$ cat config.mk
export PLATFORM = sky130hd
export DESIGN_NAME = nvmac_ctrl
export DESIGN_NICKNAME = d
export VERILOG_FILES = /design/src/nvmac_pkg.sv /design/src/nvmac_op_timer.sv /design/src/nvmac_ctrl.sv
export SDC_FILE = /design/constraint.sdc
export NUM_CORES = 1
export LEC_CHECK = 0
export BUFFER_PORTS_ARGS = -buffer_cell sky130_fd_sc_hd__buf_2
export CAP_MARGIN = 25
export CORE_AREA = 2 2 101 103
export CTS_BUF_LIST = sky130_fd_sc_hd__clkbuf_2 sky130_fd_sc_hd__clkbuf_4 sky130_fd_sc_hd__clkbuf_8
export DETAILED_ROUTE_END_ITERATION = 7
export DIE_AREA = 0 0 103 105
export HOLD_SLACK_MARGIN = 0.02
export PLACE_DENSITY = 0.79
export SLEW_MARGIN = 20
export SYNTH_ARGS = -nofsm -noshare
export SYNTH_HDL_FRONTEND = slang
export SYNTH_SLANG_ARGS = --single-unit
$ cat constraint.sdc
create_clock -name clk_i -period 3.4 [get_ports clk_i]
set_input_delay 0.17 -clock clk_i [delete_from_list [all_inputs] [get_ports clk_i]]
set_output_delay 0.17 -clock clk_i [all_outputs]
set_load 0.01 [all_outputs]
$ cat src/nvmac_pkg.sv
// nvmac_pkg: shared constants and types for the nonvolatile access controller
// assumes a 32-bit classic wishbone register bus and a 100 MHz system clock
package nvmac_pkg;
  // register byte offsets
  localparam logic [7:0] ADDR_LOW_OFS = 8'h00;
  localparam logic [7:0] ADDR_HIGH_OFS = 8'h04;
  localparam logic [7:0] DATA_LOW_OFS = 8'h08;
  localparam logic [7:0] DATA_HIGH_OFS = 8'h0c;
  localparam logic [7:0] CONTROL_OFS = 8'h10;
  localparam logic [7:0] UNLOCK_OFS = 8'h14;
  localparam logic [7:0] FLAG2_OFS = 8'h18;
  // nvm_control bit positions
  localparam int CTL_FETCH_BIT = 0;
  localparam int CTL_START_BIT = 1;
  localparam int CTL_PERMIT_BIT = 2;
  localparam int CTL_ABORT_BIT = 3;
  localparam int CTL_CFG_BIT = 6;
  localparam int CTL_PGM_BIT = 7;
  // peripheral_flag_reg_2 bit position
  localparam int FLAG2_DONE_BIT = 4;
  // unlock patterns
  localparam logic [7:0] UNLOCK_FIRST = 8'h55;
  localparam logic [7:0] UNLOCK_SECOND = 8'haa;
  // widths
  localparam int DATA_BYTE_W = 8;
  localparam int PGM_DATA_W = 14;
  localparam int PGM_ADDR_W = 15;
  localparam int HIGH_ADDR_W = PGM_ADDR_W - DATA_BYTE_W;
  localparam int HIGH_DATA_W = PGM_DATA_W - DATA_BYTE_W;
  // timing
  localparam int CLK_MHZ = 100;
  localparam int ERASE_TIME_US = 2;
  localparam int PROG_TIME_US = 2;
  localparam int ERASE_CYCLES = ERASE_TIME_US * CLK_MHZ;
  localparam int PROG_CYCLES = PROG_TIME_US * CLK_MHZ;
  localparam int TIMER_W = 16;
  // self_program_lock encodings and protected region limits
  localparam logic [1:0] LOCK_NONE = 2'h3;
  localparam logic [1:0] LOCK_LOW = 2'h2;
  localparam logic [1:0] LOCK_HALF = 2'h1;
  localparam logic [PGM_ADDR_W-1:0] LOW_REGION_END = 15'h0200;
  localparam logic [PGM_ADDR_W-1:0] HALF_REGION_END = 15'h4000;

  typedef enum logic [1:0] {
    UNL_IDLE,
    UNL_FIRST,
    UNL_ARMED
  } nvmac_unlock_type;

  typedef enum logic [1:0] {
    OP_IDLE,
    OP_ERASE,
    OP_PROGRAM
  } nvmac_op_type;

  // request towards the two arrays
  typedef struct packed {
    logic rd;
    logic erase;
    logic prog;
    logic pgm_space;
    logic cfg_space;
    logic [PGM_ADDR_W-1:0] addr;
    logic [PGM_DATA_W-1:0] wdata;
  } nvmac_mem_req_type;
endpackage : nvmac_pkg

$ cat src/nvmac_op_timer.sv
// nvmac_op_timer: down-counter that times one erase or program phase
// assumes load is a one-cycle pulse and the count is at least one
`timescale 1ns/1ps
module nvmac_op_timer #(
  parameter int WIDTH = 16
) (
  // clock and reset
  input wire logic clk_i,
  input wire logic rst_i,
  // control
  input wire logic load_i,
  input wire logic [WIDTH-1:0] count_i,
  // status
  output logic expired_o
);
  logic [WIDTH-1:0] count_q;
  logic running_q;

  // counts on its own, software cannot shorten the phase
  always_ff @(posedge clk_i) begin
    if (rst_i) begin
      count_q <= '0;
      running_q <= 1'b0;
    end else if (load_i) begin
      count_q <= count_i;
      running_q <= 1'b1;
    end else if (running_q) begin
      count_q <= count_q - 1'b1;
      if (count_q == WIDTH'(1)) begin
        running_q <= 1'b0;
      end
    end
  end

  // flops only: the caller reloads on expiry, so gating by load_i would loop
  assign expired_o = running_q && (count_q == WIDTH'(1));
endmodule : nvmac_op_timer

$ cat src/nvmac_ctrl.sv
// nvmac_ctrl: indirect access controller for data eeprom and program flash
// assumes arrays answer reads in the same cycle and a classic wishbone master
`timescale 1ns/1ps
module nvmac_ctrl #(
  parameter int ERASE_COUNT = nvmac_pkg::ERASE_CYCLES,
  parameter int PROG_COUNT = nvmac_pkg::PROG_CYCLES
) (
  // clock and resets
  input wire logic clk_i,
  input wire logic rst_i,
  input wire logic por_i,
  // wishbone slave
  input wire logic cyc_i,
  input wire logic stb_i,
  input wire logic we_i,
  input wire logic [7:0] adr_i,
  input wire logic [3:0] sel_i,
  input wire logic [31:0] dat_i,
  output logic [31:0] dat_o,
  output logic ack_o,
  // configuration settings
  input wire logic [1:0] self_program_lock_i,
  input wire logic code_lock_i,
  input wire logic data_readout_lock_i,
  // array port
  output nvmac_pkg::nvmac_mem_req_type mem_req_o,
  input wire logic [nvmac_pkg::PGM_DATA_W-1:0] mem_rdata_i,
  // external programmer access
  output logic ext_access_grant_o
);
  localparam int DW = nvmac_pkg::DATA_BYTE_W;
  localparam int HAW = nvmac_pkg::HIGH_ADDR_W;
  localparam int HDW = nvmac_pkg::HIGH_DATA_W;
  localparam int AW = nvmac_pkg::PGM_ADDR_W;
  localparam int TW = nvmac_pkg::TIMER_W;

  logic [DW-1:0] addr_low_q;
  logic [HAW-1:0] addr_high_q;
  logic [DW-1:0] data_low_q;
  logic [HDW-1:0] data_high_q;
  logic fetch_q;
  logic start_q;
  logic permit_q;
  logic abort_q;
  logic cfg_q;
  logic pgm_q;
  logic done_q;
  logic ack_q;
  logic [31:0] rdata_q;
  nvmac_pkg::nvmac_unlock_type unlock_q;
  nvmac_pkg::nvmac_op_type op_q;
  logic op_pgm_q;
  logic op_cfg_q;
  logic [AW-1:0] op_addr_q;
  logic [nvmac_pkg::PGM_DATA_W-1:0] op_data_q;
  logic timer_load;
  logic [TW-1:0] timer_count;
  logic timer_expired;
  logic bus_req;
  logic bus_wr;
  logic wr_addr_low;
  logic wr_addr_high;
  logic wr_data_low;
  logic wr_data_high;
  logic wr_control;
  logic wr_unlock;
  logic wr_flag2;
  logic start_req;
  logic start_ok;
  logic write_done;
  logic [AW-1:0] full_addr;
  logic region_locked;
  logic [DW-1:0] rd_mux;

  // bus decode, byte lane 0 carries every register
  assign bus_req = cyc_i && stb_i && !ack_q;
  assign bus_wr = bus_req && we_i && sel_i[0];
  assign wr_addr_low = bus_wr && (adr_i == nvmac_pkg::ADDR_LOW_OFS);
  assign wr_addr_high = bus_wr && (adr_i == nvmac_pkg::ADDR_HIGH_OFS);
  assign wr_data_low = bus_wr && (adr_i == nvmac_pkg::DATA_LOW_OFS);
  assign wr_data_high = bus_wr && (adr_i == nvmac_pkg::DATA_HIGH_OFS);
  assign wr_control = bus_wr && (adr_i == nvmac_pkg::CONTROL_OFS);
  assign wr_unlock = bus_wr && (adr_i == nvmac_pkg::UNLOCK_OFS);
  assign wr_flag2 = bus_wr && (adr_i == nvmac_pkg::FLAG2_OFS);

  // high byte only matters in program space
  assign full_addr = pgm_q ? {addr_high_q, addr_low_q} : {{HAW{1'b0}}, addr_low_q};

  // protected region test against the current address
  always_comb begin
    case (self_program_lock_i)
      nvmac_pkg::LOCK_NONE: region_locked = 1'b0;
      nvmac_pkg::LOCK_LOW: region_locked = full_addr < nvmac_pkg::LOW_REGION_END;
      nvmac_pkg::LOCK_HALF: region_locked = full_addr < nvmac_pkg::HALF_REGION_END;
      default: region_locked = 1'b1;
    endcase
  end

  assign start_req = wr_control && dat_i[nvmac_pkg::CTL_START_BIT] && !start_q;
  // armed detector and permit needed, plus a free region in program space
  assign start_ok = start_req && (unlock_q == nvmac_pkg::UNL_ARMED) && permit_q
    && !(pgm_q && region_locked);
  assign write_done = (op_q == nvmac_pkg::OP_PROGRAM) && timer_expired;

  // unlock detector: any write that is not the next step drops it
  always_ff @(posedge clk_i) begin
    if (rst_i || por_i) begin
      unlock_q <= nvmac_pkg::UNL_IDLE;
    end else if (bus_wr) begin
      case (unlock_q)
        nvmac_pkg::UNL_IDLE: begin
          unlock_q <= (wr_unlock && dat_i[DW-1:0] == nvmac_pkg::UNLOCK_FIRST) ?
            nvmac_pkg::UNL_FIRST : nvmac_pkg::UNL_IDLE;
        end
        nvmac_pkg::UNL_FIRST: begin
          unlock_q <= (wr_unlock && dat_i[DW-1:0] == nvmac_pkg::UNLOCK_SECOND) ?
            nvmac_pkg::UNL_ARMED : nvmac_pkg::UNL_IDLE;
        end
        default: unlock_q <= nvmac_pkg::UNL_IDLE;
      endcase
    end
  end

  // address registers
  always_ff @(posedge clk_i) begin
    if (rst_i || por_i) begin
      addr_low_q <= '0;
      addr_high_q <= '0;
    end else begin
      if (wr_addr_low) begin
        addr_low_q <= dat_i[DW-1:0];
      end
      if (wr_addr_high) begin
        addr_high_q <= dat_i[HAW-1:0];
      end
    end
  end

  // data registers: last read wins until software writes them
  always_ff @(posedge clk_i) begin
    if (rst_i || por_i) begin
      data_low_q <= '0;
      data_high_q <= '0;
    end else if (fetch_q) begin
      data_low_q <= mem_rdata_i[DW-1:0];
      data_high_q <= pgm_q ? mem_rdata_i[nvmac_pkg::PGM_DATA_W-1:DW] : '0;
    end else begin
      if (wr_data_low) begin
        data_low_q <= dat_i[DW-1:0];
      end
      if (wr_data_high) begin
        data_high_q <= dat_i[HDW-1:0];
      end
    end
  end

  // control bits; strobes cannot be cleared by software
  always_ff @(posedge clk_i) begin
    if (rst_i || por_i) begin
      fetch_q <= 1'b0;
      start_q <= 1'b0;
      permit_q <= 1'b0;
      cfg_q <= 1'b0;
      pgm_q <= 1'b0;
    end else begin
      if (fetch_q) begin
        fetch_q <= 1'b0;
      end else if (wr_control && dat_i[nvmac_pkg::CTL_FETCH_BIT]) begin
        fetch_q <= 1'b1;
      end
      if (write_done) begin
        start_q <= 1'b0;
      end else if (start_ok) begin
        start_q <= 1'b1;
      end
      if (wr_control) begin
        permit_q <= dat_i[nvmac_pkg::CTL_PERMIT_BIT];
        cfg_q <= dat_i[nvmac_pkg::CTL_CFG_BIT];
        pgm_q <= dat_i[nvmac_pkg::CTL_PGM_BIT];
      end
    end
  end

  // abort flag survives rst_i; only power-up or software clear it
  always_ff @(posedge clk_i) begin
    if (por_i) begin
      abort_q <= 1'b0;
    end else if (rst_i) begin
      abort_q <= abort_q || (op_q != nvmac_pkg::OP_IDLE);
    end else if (wr_control && !dat_i[nvmac_pkg::CTL_ABORT_BIT]) begin
      abort_q <= 1'b0;
    end
  end

  // done flag: hardware set beats a software clear in the same cycle
  always_ff @(posedge clk_i) begin
    if (rst_i || por_i) begin
      done_q <= 1'b0;
    end else if (write_done) begin
      done_q <= 1'b1;
    end else if (wr_flag2 && !dat_i[nvmac_pkg::FLAG2_DONE_BIT]) begin
      done_q <= 1'b0;
    end
  end

  // write sequencer with captured operands
  always_ff @(posedge clk_i) begin
    if (rst_i || por_i) begin
      op_q <= nvmac_pkg::OP_IDLE;
      op_pgm_q <= 1'b0;
      op_cfg_q <= 1'b0;
      op_addr_q <= '0;
      op_data_q <= '0;
    end else begin
      case (op_q)
        nvmac_pkg::OP_IDLE: begin
          if (start_ok) begin
            op_pgm_q <= pgm_q;
            op_cfg_q <= cfg_q;
            op_addr_q <= full_addr;
            op_data_q <= {data_high_q, data_low_q};
            op_q <= pgm_q ? nvmac_pkg::OP_PROGRAM : nvmac_pkg::OP_ERASE;
          end
        end
        nvmac_pkg::OP_ERASE: begin
          if (timer_expired) begin
            op_q <= nvmac_pkg::OP_PROGRAM;
          end
        end
        nvmac_pkg::OP_PROGRAM: begin
          if (timer_expired) begin
            op_q <= nvmac_pkg::OP_IDLE;
          end
        end
        default: op_q <= nvmac_pkg::OP_IDLE;
      endcase
    end
  end

  // each phase reloads the timer
  assign timer_load = (start_ok && op_q == nvmac_pkg::OP_IDLE)
    || (op_q == nvmac_pkg::OP_ERASE && timer_expired);
  assign timer_count = (start_ok && op_q == nvmac_pkg::OP_IDLE && !pgm_q) ?
    TW'(ERASE_COUNT) : TW'(PROG_COUNT);

  nvmac_op_timer #(
    .WIDTH(TW)
  ) u_timer (
    .clk_i(clk_i),
    .rst_i(rst_i || por_i),
    .load_i(timer_load),
    .count_i(timer_count),
    .expired_o(timer_expired)
  );

  // array requests; arrays only seen through these strobes
  always_comb begin
    mem_req_o = '0;
    mem_req_o.rd = fetch_q;
    if (op_q == nvmac_pkg::OP_IDLE) begin
      mem_req_o.pgm_space = pgm_q;
      mem_req_o.cfg_space = cfg_q;
      mem_req_o.addr = full_addr;
    end else begin
      mem_req_o.erase = (op_q == nvmac_pkg::OP_ERASE);
      mem_req_o.prog = (op_q == nvmac_pkg::OP_PROGRAM);
      mem_req_o.pgm_space = op_pgm_q;
      mem_req_o.cfg_space = op_cfg_q;
      mem_req_o.addr = op_addr_q;
      mem_req_o.wdata = op_data_q;
    end
  end

  // processor keeps access under code lock; only the programmer is denied
  assign ext_access_grant_o = !(code_lock_i || data_readout_lock_i);

  // register read mux; unlock always reads zero
  always_comb begin
    rd_mux = '0;
    case (adr_i)
      nvmac_pkg::ADDR_LOW_OFS: rd_mux = addr_low_q;
      nvmac_pkg::ADDR_HIGH_OFS: rd_mux = DW'(addr_high_q);
      nvmac_pkg::DATA_LOW_OFS: rd_mux = data_low_q;
      nvmac_pkg::DATA_HIGH_OFS: rd_mux = DW'(data_high_q);
      nvmac_pkg::CONTROL_OFS: begin
        rd_mux[nvmac_pkg::CTL_FETCH_BIT] = fetch_q;
        rd_mux[nvmac_pkg::CTL_START_BIT] = start_q;
        rd_mux[nvmac_pkg::CTL_PERMIT_BIT] = permit_q;
        rd_mux[nvmac_pkg::CTL_ABORT_BIT] = abort_q;
        rd_mux[nvmac_pkg::CTL_CFG_BIT] = cfg_q;
        rd_mux[nvmac_pkg::CTL_PGM_BIT] = pgm_q;
      end
      nvmac_pkg::FLAG2_OFS: rd_mux[nvmac_pkg::FLAG2_DONE_BIT] = done_q;
      default: rd_mux = '0;
    endcase
  end

  // one registered ack per request, a cycle after it; unmapped addresses ack with zero
  always_ff @(posedge clk_i) begin
    if (rst_i || por_i) begin
      ack_q <= 1'b0;
      rdata_q <= '0;
    end else begin
      ack_q <= bus_req;
      if (bus_req && !we_i) begin
        rdata_q <= {24'h000000, rd_mux};
      end
    end
  end

  assign ack_o = ack_q;
  assign dat_o = rdata_q;
endmodule : nvmac_ctrl

== Yosys cells after proc, flatten, opt, wreduce, memory -nomap -nowiden ==
Cells that the tools add are included.
Word-level totals
  flip-flop bits (word level): 97
  bits of input ports: 68
  output and inout bits: 68
  logic and storage cells: 128
Operators by class
  add/subtract/negate cells: 1
  $lt $le $gt $ge: 2
  eq/ne operators: 19
  multiplexer cells: 32
  reductions and logical operators: 52
Operator list (count)
  $mux 8: 4
  $logic_and 1x1->1: 27
  $eq 8x5->1 const B: 3
  $pmux 4 s5: 1
  $mux 6: 3
  $mux 17: 1
  $eq 16x1->1 const B: 1
  $eq 8x4->1 const B: 2
  $sub 16x1->16 const B: 1
  $lt 15x10->1 const B: 1
  $lt 15x15->1 const B: 1
  $mux 15: 1
  $mux 14: 1
  $mux 2: 6
  $reduce_bool 2->1: 6
  $mux 1: 9
  $eq 2x2->1 const B: 4
  $eq 8x3->1 const B: 1
  $eq 8x7->1 const B: 1
  $eq 8x8->1 const B: 1
  $logic_not 8->1: 1
  $pmux 2 s4: 1
  $logic_not 1->1: 7
  $eq 2x1->1 const B: 3
  11 further kinds: 19

== Logic depth before layout (Yosys ltp) ==
  depth in word-level cells: 13
  mapped depth: 8
  depth with buffers taken out: 7

== Cells and area by module ==
A second synthesis with hierarchy kept.
Second synthesis, totals
  cells, all modules: 620
  area total of the unflattened synthesis: 5147.4 um^2
By module, submodules not included
  nvmac_ctrl: instances 1, cells an instance 511, area an instance 4231.6 um^2, sequential area each 1601.5 um^2
  nvmac_op_timer: instances 1, cells an instance 109, area an instance 915.9 um^2, sequential area each 340.3 um^2

== Worst setup path after synthesis ==
OpenSTA, ideal clock, no wires.
  path type: register to register
  start: register u_timer.count_q[0]
  end: register u_timer.count_q[0]
  setup time: 0.118 ns
  data arrival time: 2.000 ns
  required time: 3.282 ns
  setup slack: 1.282 ns
  cell stages (with the launch flop): 8
  path buffers: 1
  period minus slack after synthesis: 2.118 ns
  cell sequence: dfxtp_1 > ha_1 > or3b_2 > nor4_1 > and3_2 > a211o_1 > buf_2 > nor2_1
On the way
  cells in the longest elaborated chain, start to end: 5
  elaborated cells on any way between the ends: 6
  those cells by class: 1 x add/sub; 1 x eq/ne; 4 x reduce/logical
Ends and longest elaborated chain
  start: declaration: RTL line nvmac_op_timer.sv:16  | logic [WIDTH-1:0] count_q;
  start signal: assignment: RTL line nvmac_op_timer.sv:25  | count_q <= count_i;
  start signal: assignment: RTL line nvmac_op_timer.sv:28  | count_q <= count_q - 1'b1;
  parallel branches: the longest is 5 deep, another holds $sub 16x1->16
Several ways; the timed one is not identified.
A chain may end at the register's enable or synchronous reset.

== Final worst setup path ==
  start: register u_timer.count_q[0]
  end: register u_timer.count_q[15]
The elaborated chain is that of the path after synthesis.

==> qor.yml <==
power_frac_clock_pct: 41.5
seq_area_frac_synth_pct: 40.6
dieHeight_um: 105
crit_type: "reg -> reg"
hpwl_um: 8720
place_congestion: 0.916
worstPathArrival_ps: 2640
tritoncts: "done"
worstHoldPathType: "in -> reg"
ys_ff_latch: 97
ys_types: 57
syn_avg_cell_area_um2: 8.08
path_clk_slew_ps: 90
grt-ovfl-total: 0
tightestPinTransition_ps: 895
antenna_found_initial: 0
drv_slew: 0
ios: 136
drive_above_1_share_pct: 18.1
p_leak_nw: 2.12
layout_setup_ws_ps: 998
grt_max_degree: 54
fin_crit_ps: 2400
comb_power_share_pct: 5.5
p_per_area_mw_per_mm2: 395
rsz0062_at_grt: "false"
setup_viol: 0
power_frac_seq_pct: 53.1
core_mm2: 0.00964
pre_cts_ws_ps: 994
max_slew_margin_pct: 40.3
vias_per_cell: 5.51
final_common_cell: "dfxtp_1"
dieArea_mm2: 0.0108
start_kind: "register"
finClkSkew_ps: 11.1
peakVddDrop_v: 0.000200
grt_pass1_wl_um: 19000
fp.dieW_um: 103
yosys_warnings: 0
post-route-period-util_pct: 70.6
clkLatencyLatePin_ps: 360
drc: 0
synthCells: 592
cts_buffer_depth: 2
rows: 36
status: "complete, no violations"
layout.nets: 724
power_mw: 2.14
cts_buffers: 9
initial_utilization_pct: 49.6
area_delta_synth_final_pct: 13.1
drv_cap: 0
finalSetupTns_ps: 0
end_kind: "register"
cts-root-buf: "clkbuf_8"
grt_pass1_vias: 3851
diodes: 0
synth_area_leaders: "dfxtp_1 41%, nand2_1 7.5%, mux2i_1 6.1%, o21ai_0 5.0%, nor2_1 4.6%"
synth_area_mm2: 0.00479
layout_common_cells: "97 x dfxtp_1, 95 x nand2_1, 84 x buf_2"
vias: 4361
wire_per_inst_um: 15.2
first_pass_iters: 5
swShare_pct: 22.5
grt_use_total_pct: 22.1
clkSinkCount: 97
p_sw_uw: 482
htree_num_levels: 3
ys_async_sr_fraction_pct: 0
antenna_left: 0
drt_iter0_markers: 383
cts_resized: 0
max_freq_mhz: 416
synth_ff_type: "dfxtp_1"
final_hold_viol_count: 0
intPower_mw: 1.66
portBuffers: 84
worstPathRequired_ps: 3630
cts_setup_buffers: 0
synth_edf_count: 0
drt_wl_total_um: 12100
yosysTopAreaCell: "dfxtp_1"
synth_top_area_share_pct: 40.6
critical_path.max_fanout: 13
==> power by group through the flow <==
stage	logic [mW]	registers (mW)	clock network [mW]
after floorplan	0.0860	1.16	0
after global placement	0.111	1.16	0
after detailed placement	0.113	1.16	0
after CTS	0.114	1.14	0.900
after global routing	0.126	1.14	0.946
final	0.117	1.14	0.888
==> metrics by stage <==
step | instances | utilization (%) | hold WS [ps] | instance area (um2)
2_1_floorplan | 615 | - | 239 | 4870
4_1_cts | 791 | 56.2 | 76.6 | 5410
5_1_grt | 791 | 56.2 | 82.7 | 5410
6_report | 791 | 56.2 | 85.4 | 5410
3_5_place_dp | 775 | 53.6 | 390 | 5160
3_3_place_gp | 775 | 53.6 | 383 | 5160
==> critical path, stage by stage, from the launching register on <==
cell	delay [ps]
dfxtp_1	420
ha_1	160
or3b_2	440
nor4_1	460
and3_2	300
a211o_1	390
nor2_1	100
==> flip-flops by register name (all words and copies together), names as in the netlist, 2 cells and up <==
register / flops
u_timer.count_q: 16
op_addr_q: 15
op_data_q: 14
addr_low_q: 8
dat_o: 8
data_low_q: 8
addr_high_q: 7
data_high_q: 6
op_q: 2
unlock_q: 2
==> cell families (layout without fill, tap and decap cells) <==
kind of cell	count (synthesis)	in the layout	share of synthesized area, %
fa+ha+maj	2	2	0.523
buf+inv	65	108	7.27
compound gates	117	117	14.3
flops	97	97	40.6
simple gates	266	266	27.8
mux	31	31	7.01
xor+xnor	13	13	2.38
other cells	1	24	0.0784
==> cell type report <==
cell class              count  area (um2)
well taps                 133         166
flip-flops and latches     97        1940
fillers                   879        4230
clock inverters             6         115
inverters                   4        15.0
multi-input cells         453        2590
clock buffers               9         124
repair buffers             89         460
==> synth_stat cells, types with 5 or more instances <==
cell	n
dfxtp_1	97
a211oi_1	9
nor4_1	5
o21ai_0	48
o31ai_1	10
a21oi_1	31
xnor2_1	9
a22oi_1	11
and2_1	15
nor2_1	59
mux2i_1	29
clkbuf_1	28
nand2_1	95
buf_4	25
buf_1	5
nand3_1	40
nand4_1	5
==> final timing paths <==
path                                    startpoint                   to  slack [ps]  cells after the start
worst max-delay path            u_timer.count_q[0]  u_timer.count_q[15]        1000                      6
worst min-delay path                mem_rdata_i[6]        data_low_q[6]          90                      3
worst max register to register  u_timer.count_q[0]  u_timer.count_q[15]        1000                      6
worst min register to register            dat_o[6]             dat_o[6]         460                      2
==> timing repair <==
| item | in CTS | in global routing |
|---|---|---|
| endpoints found under the setup margin | 0 | 0 |
| hold buffers | 1 | 0 |
| hold endpoints to repair | 1 | 0 |
==> per-layer routing <==
| layer | wire [um] | track usage (%) | share of wire [%] | up-vias |
|---|---|---|---|---|
| met3 | 1000 | 3.55 | 8.3 | 23 |
| met4 | 253 | 7.05 | 2.1 | 0 |
| met5 | 0 | 0 | 0 | - |
| met2 | 5900 | 36.2 | 49 | 203 |
| met1 | 4890 | 29.4 | 41 | 1998 |
| li1 | - | - | - | 2137 |
No activity file was read; power rests on OpenSTA's default activity.
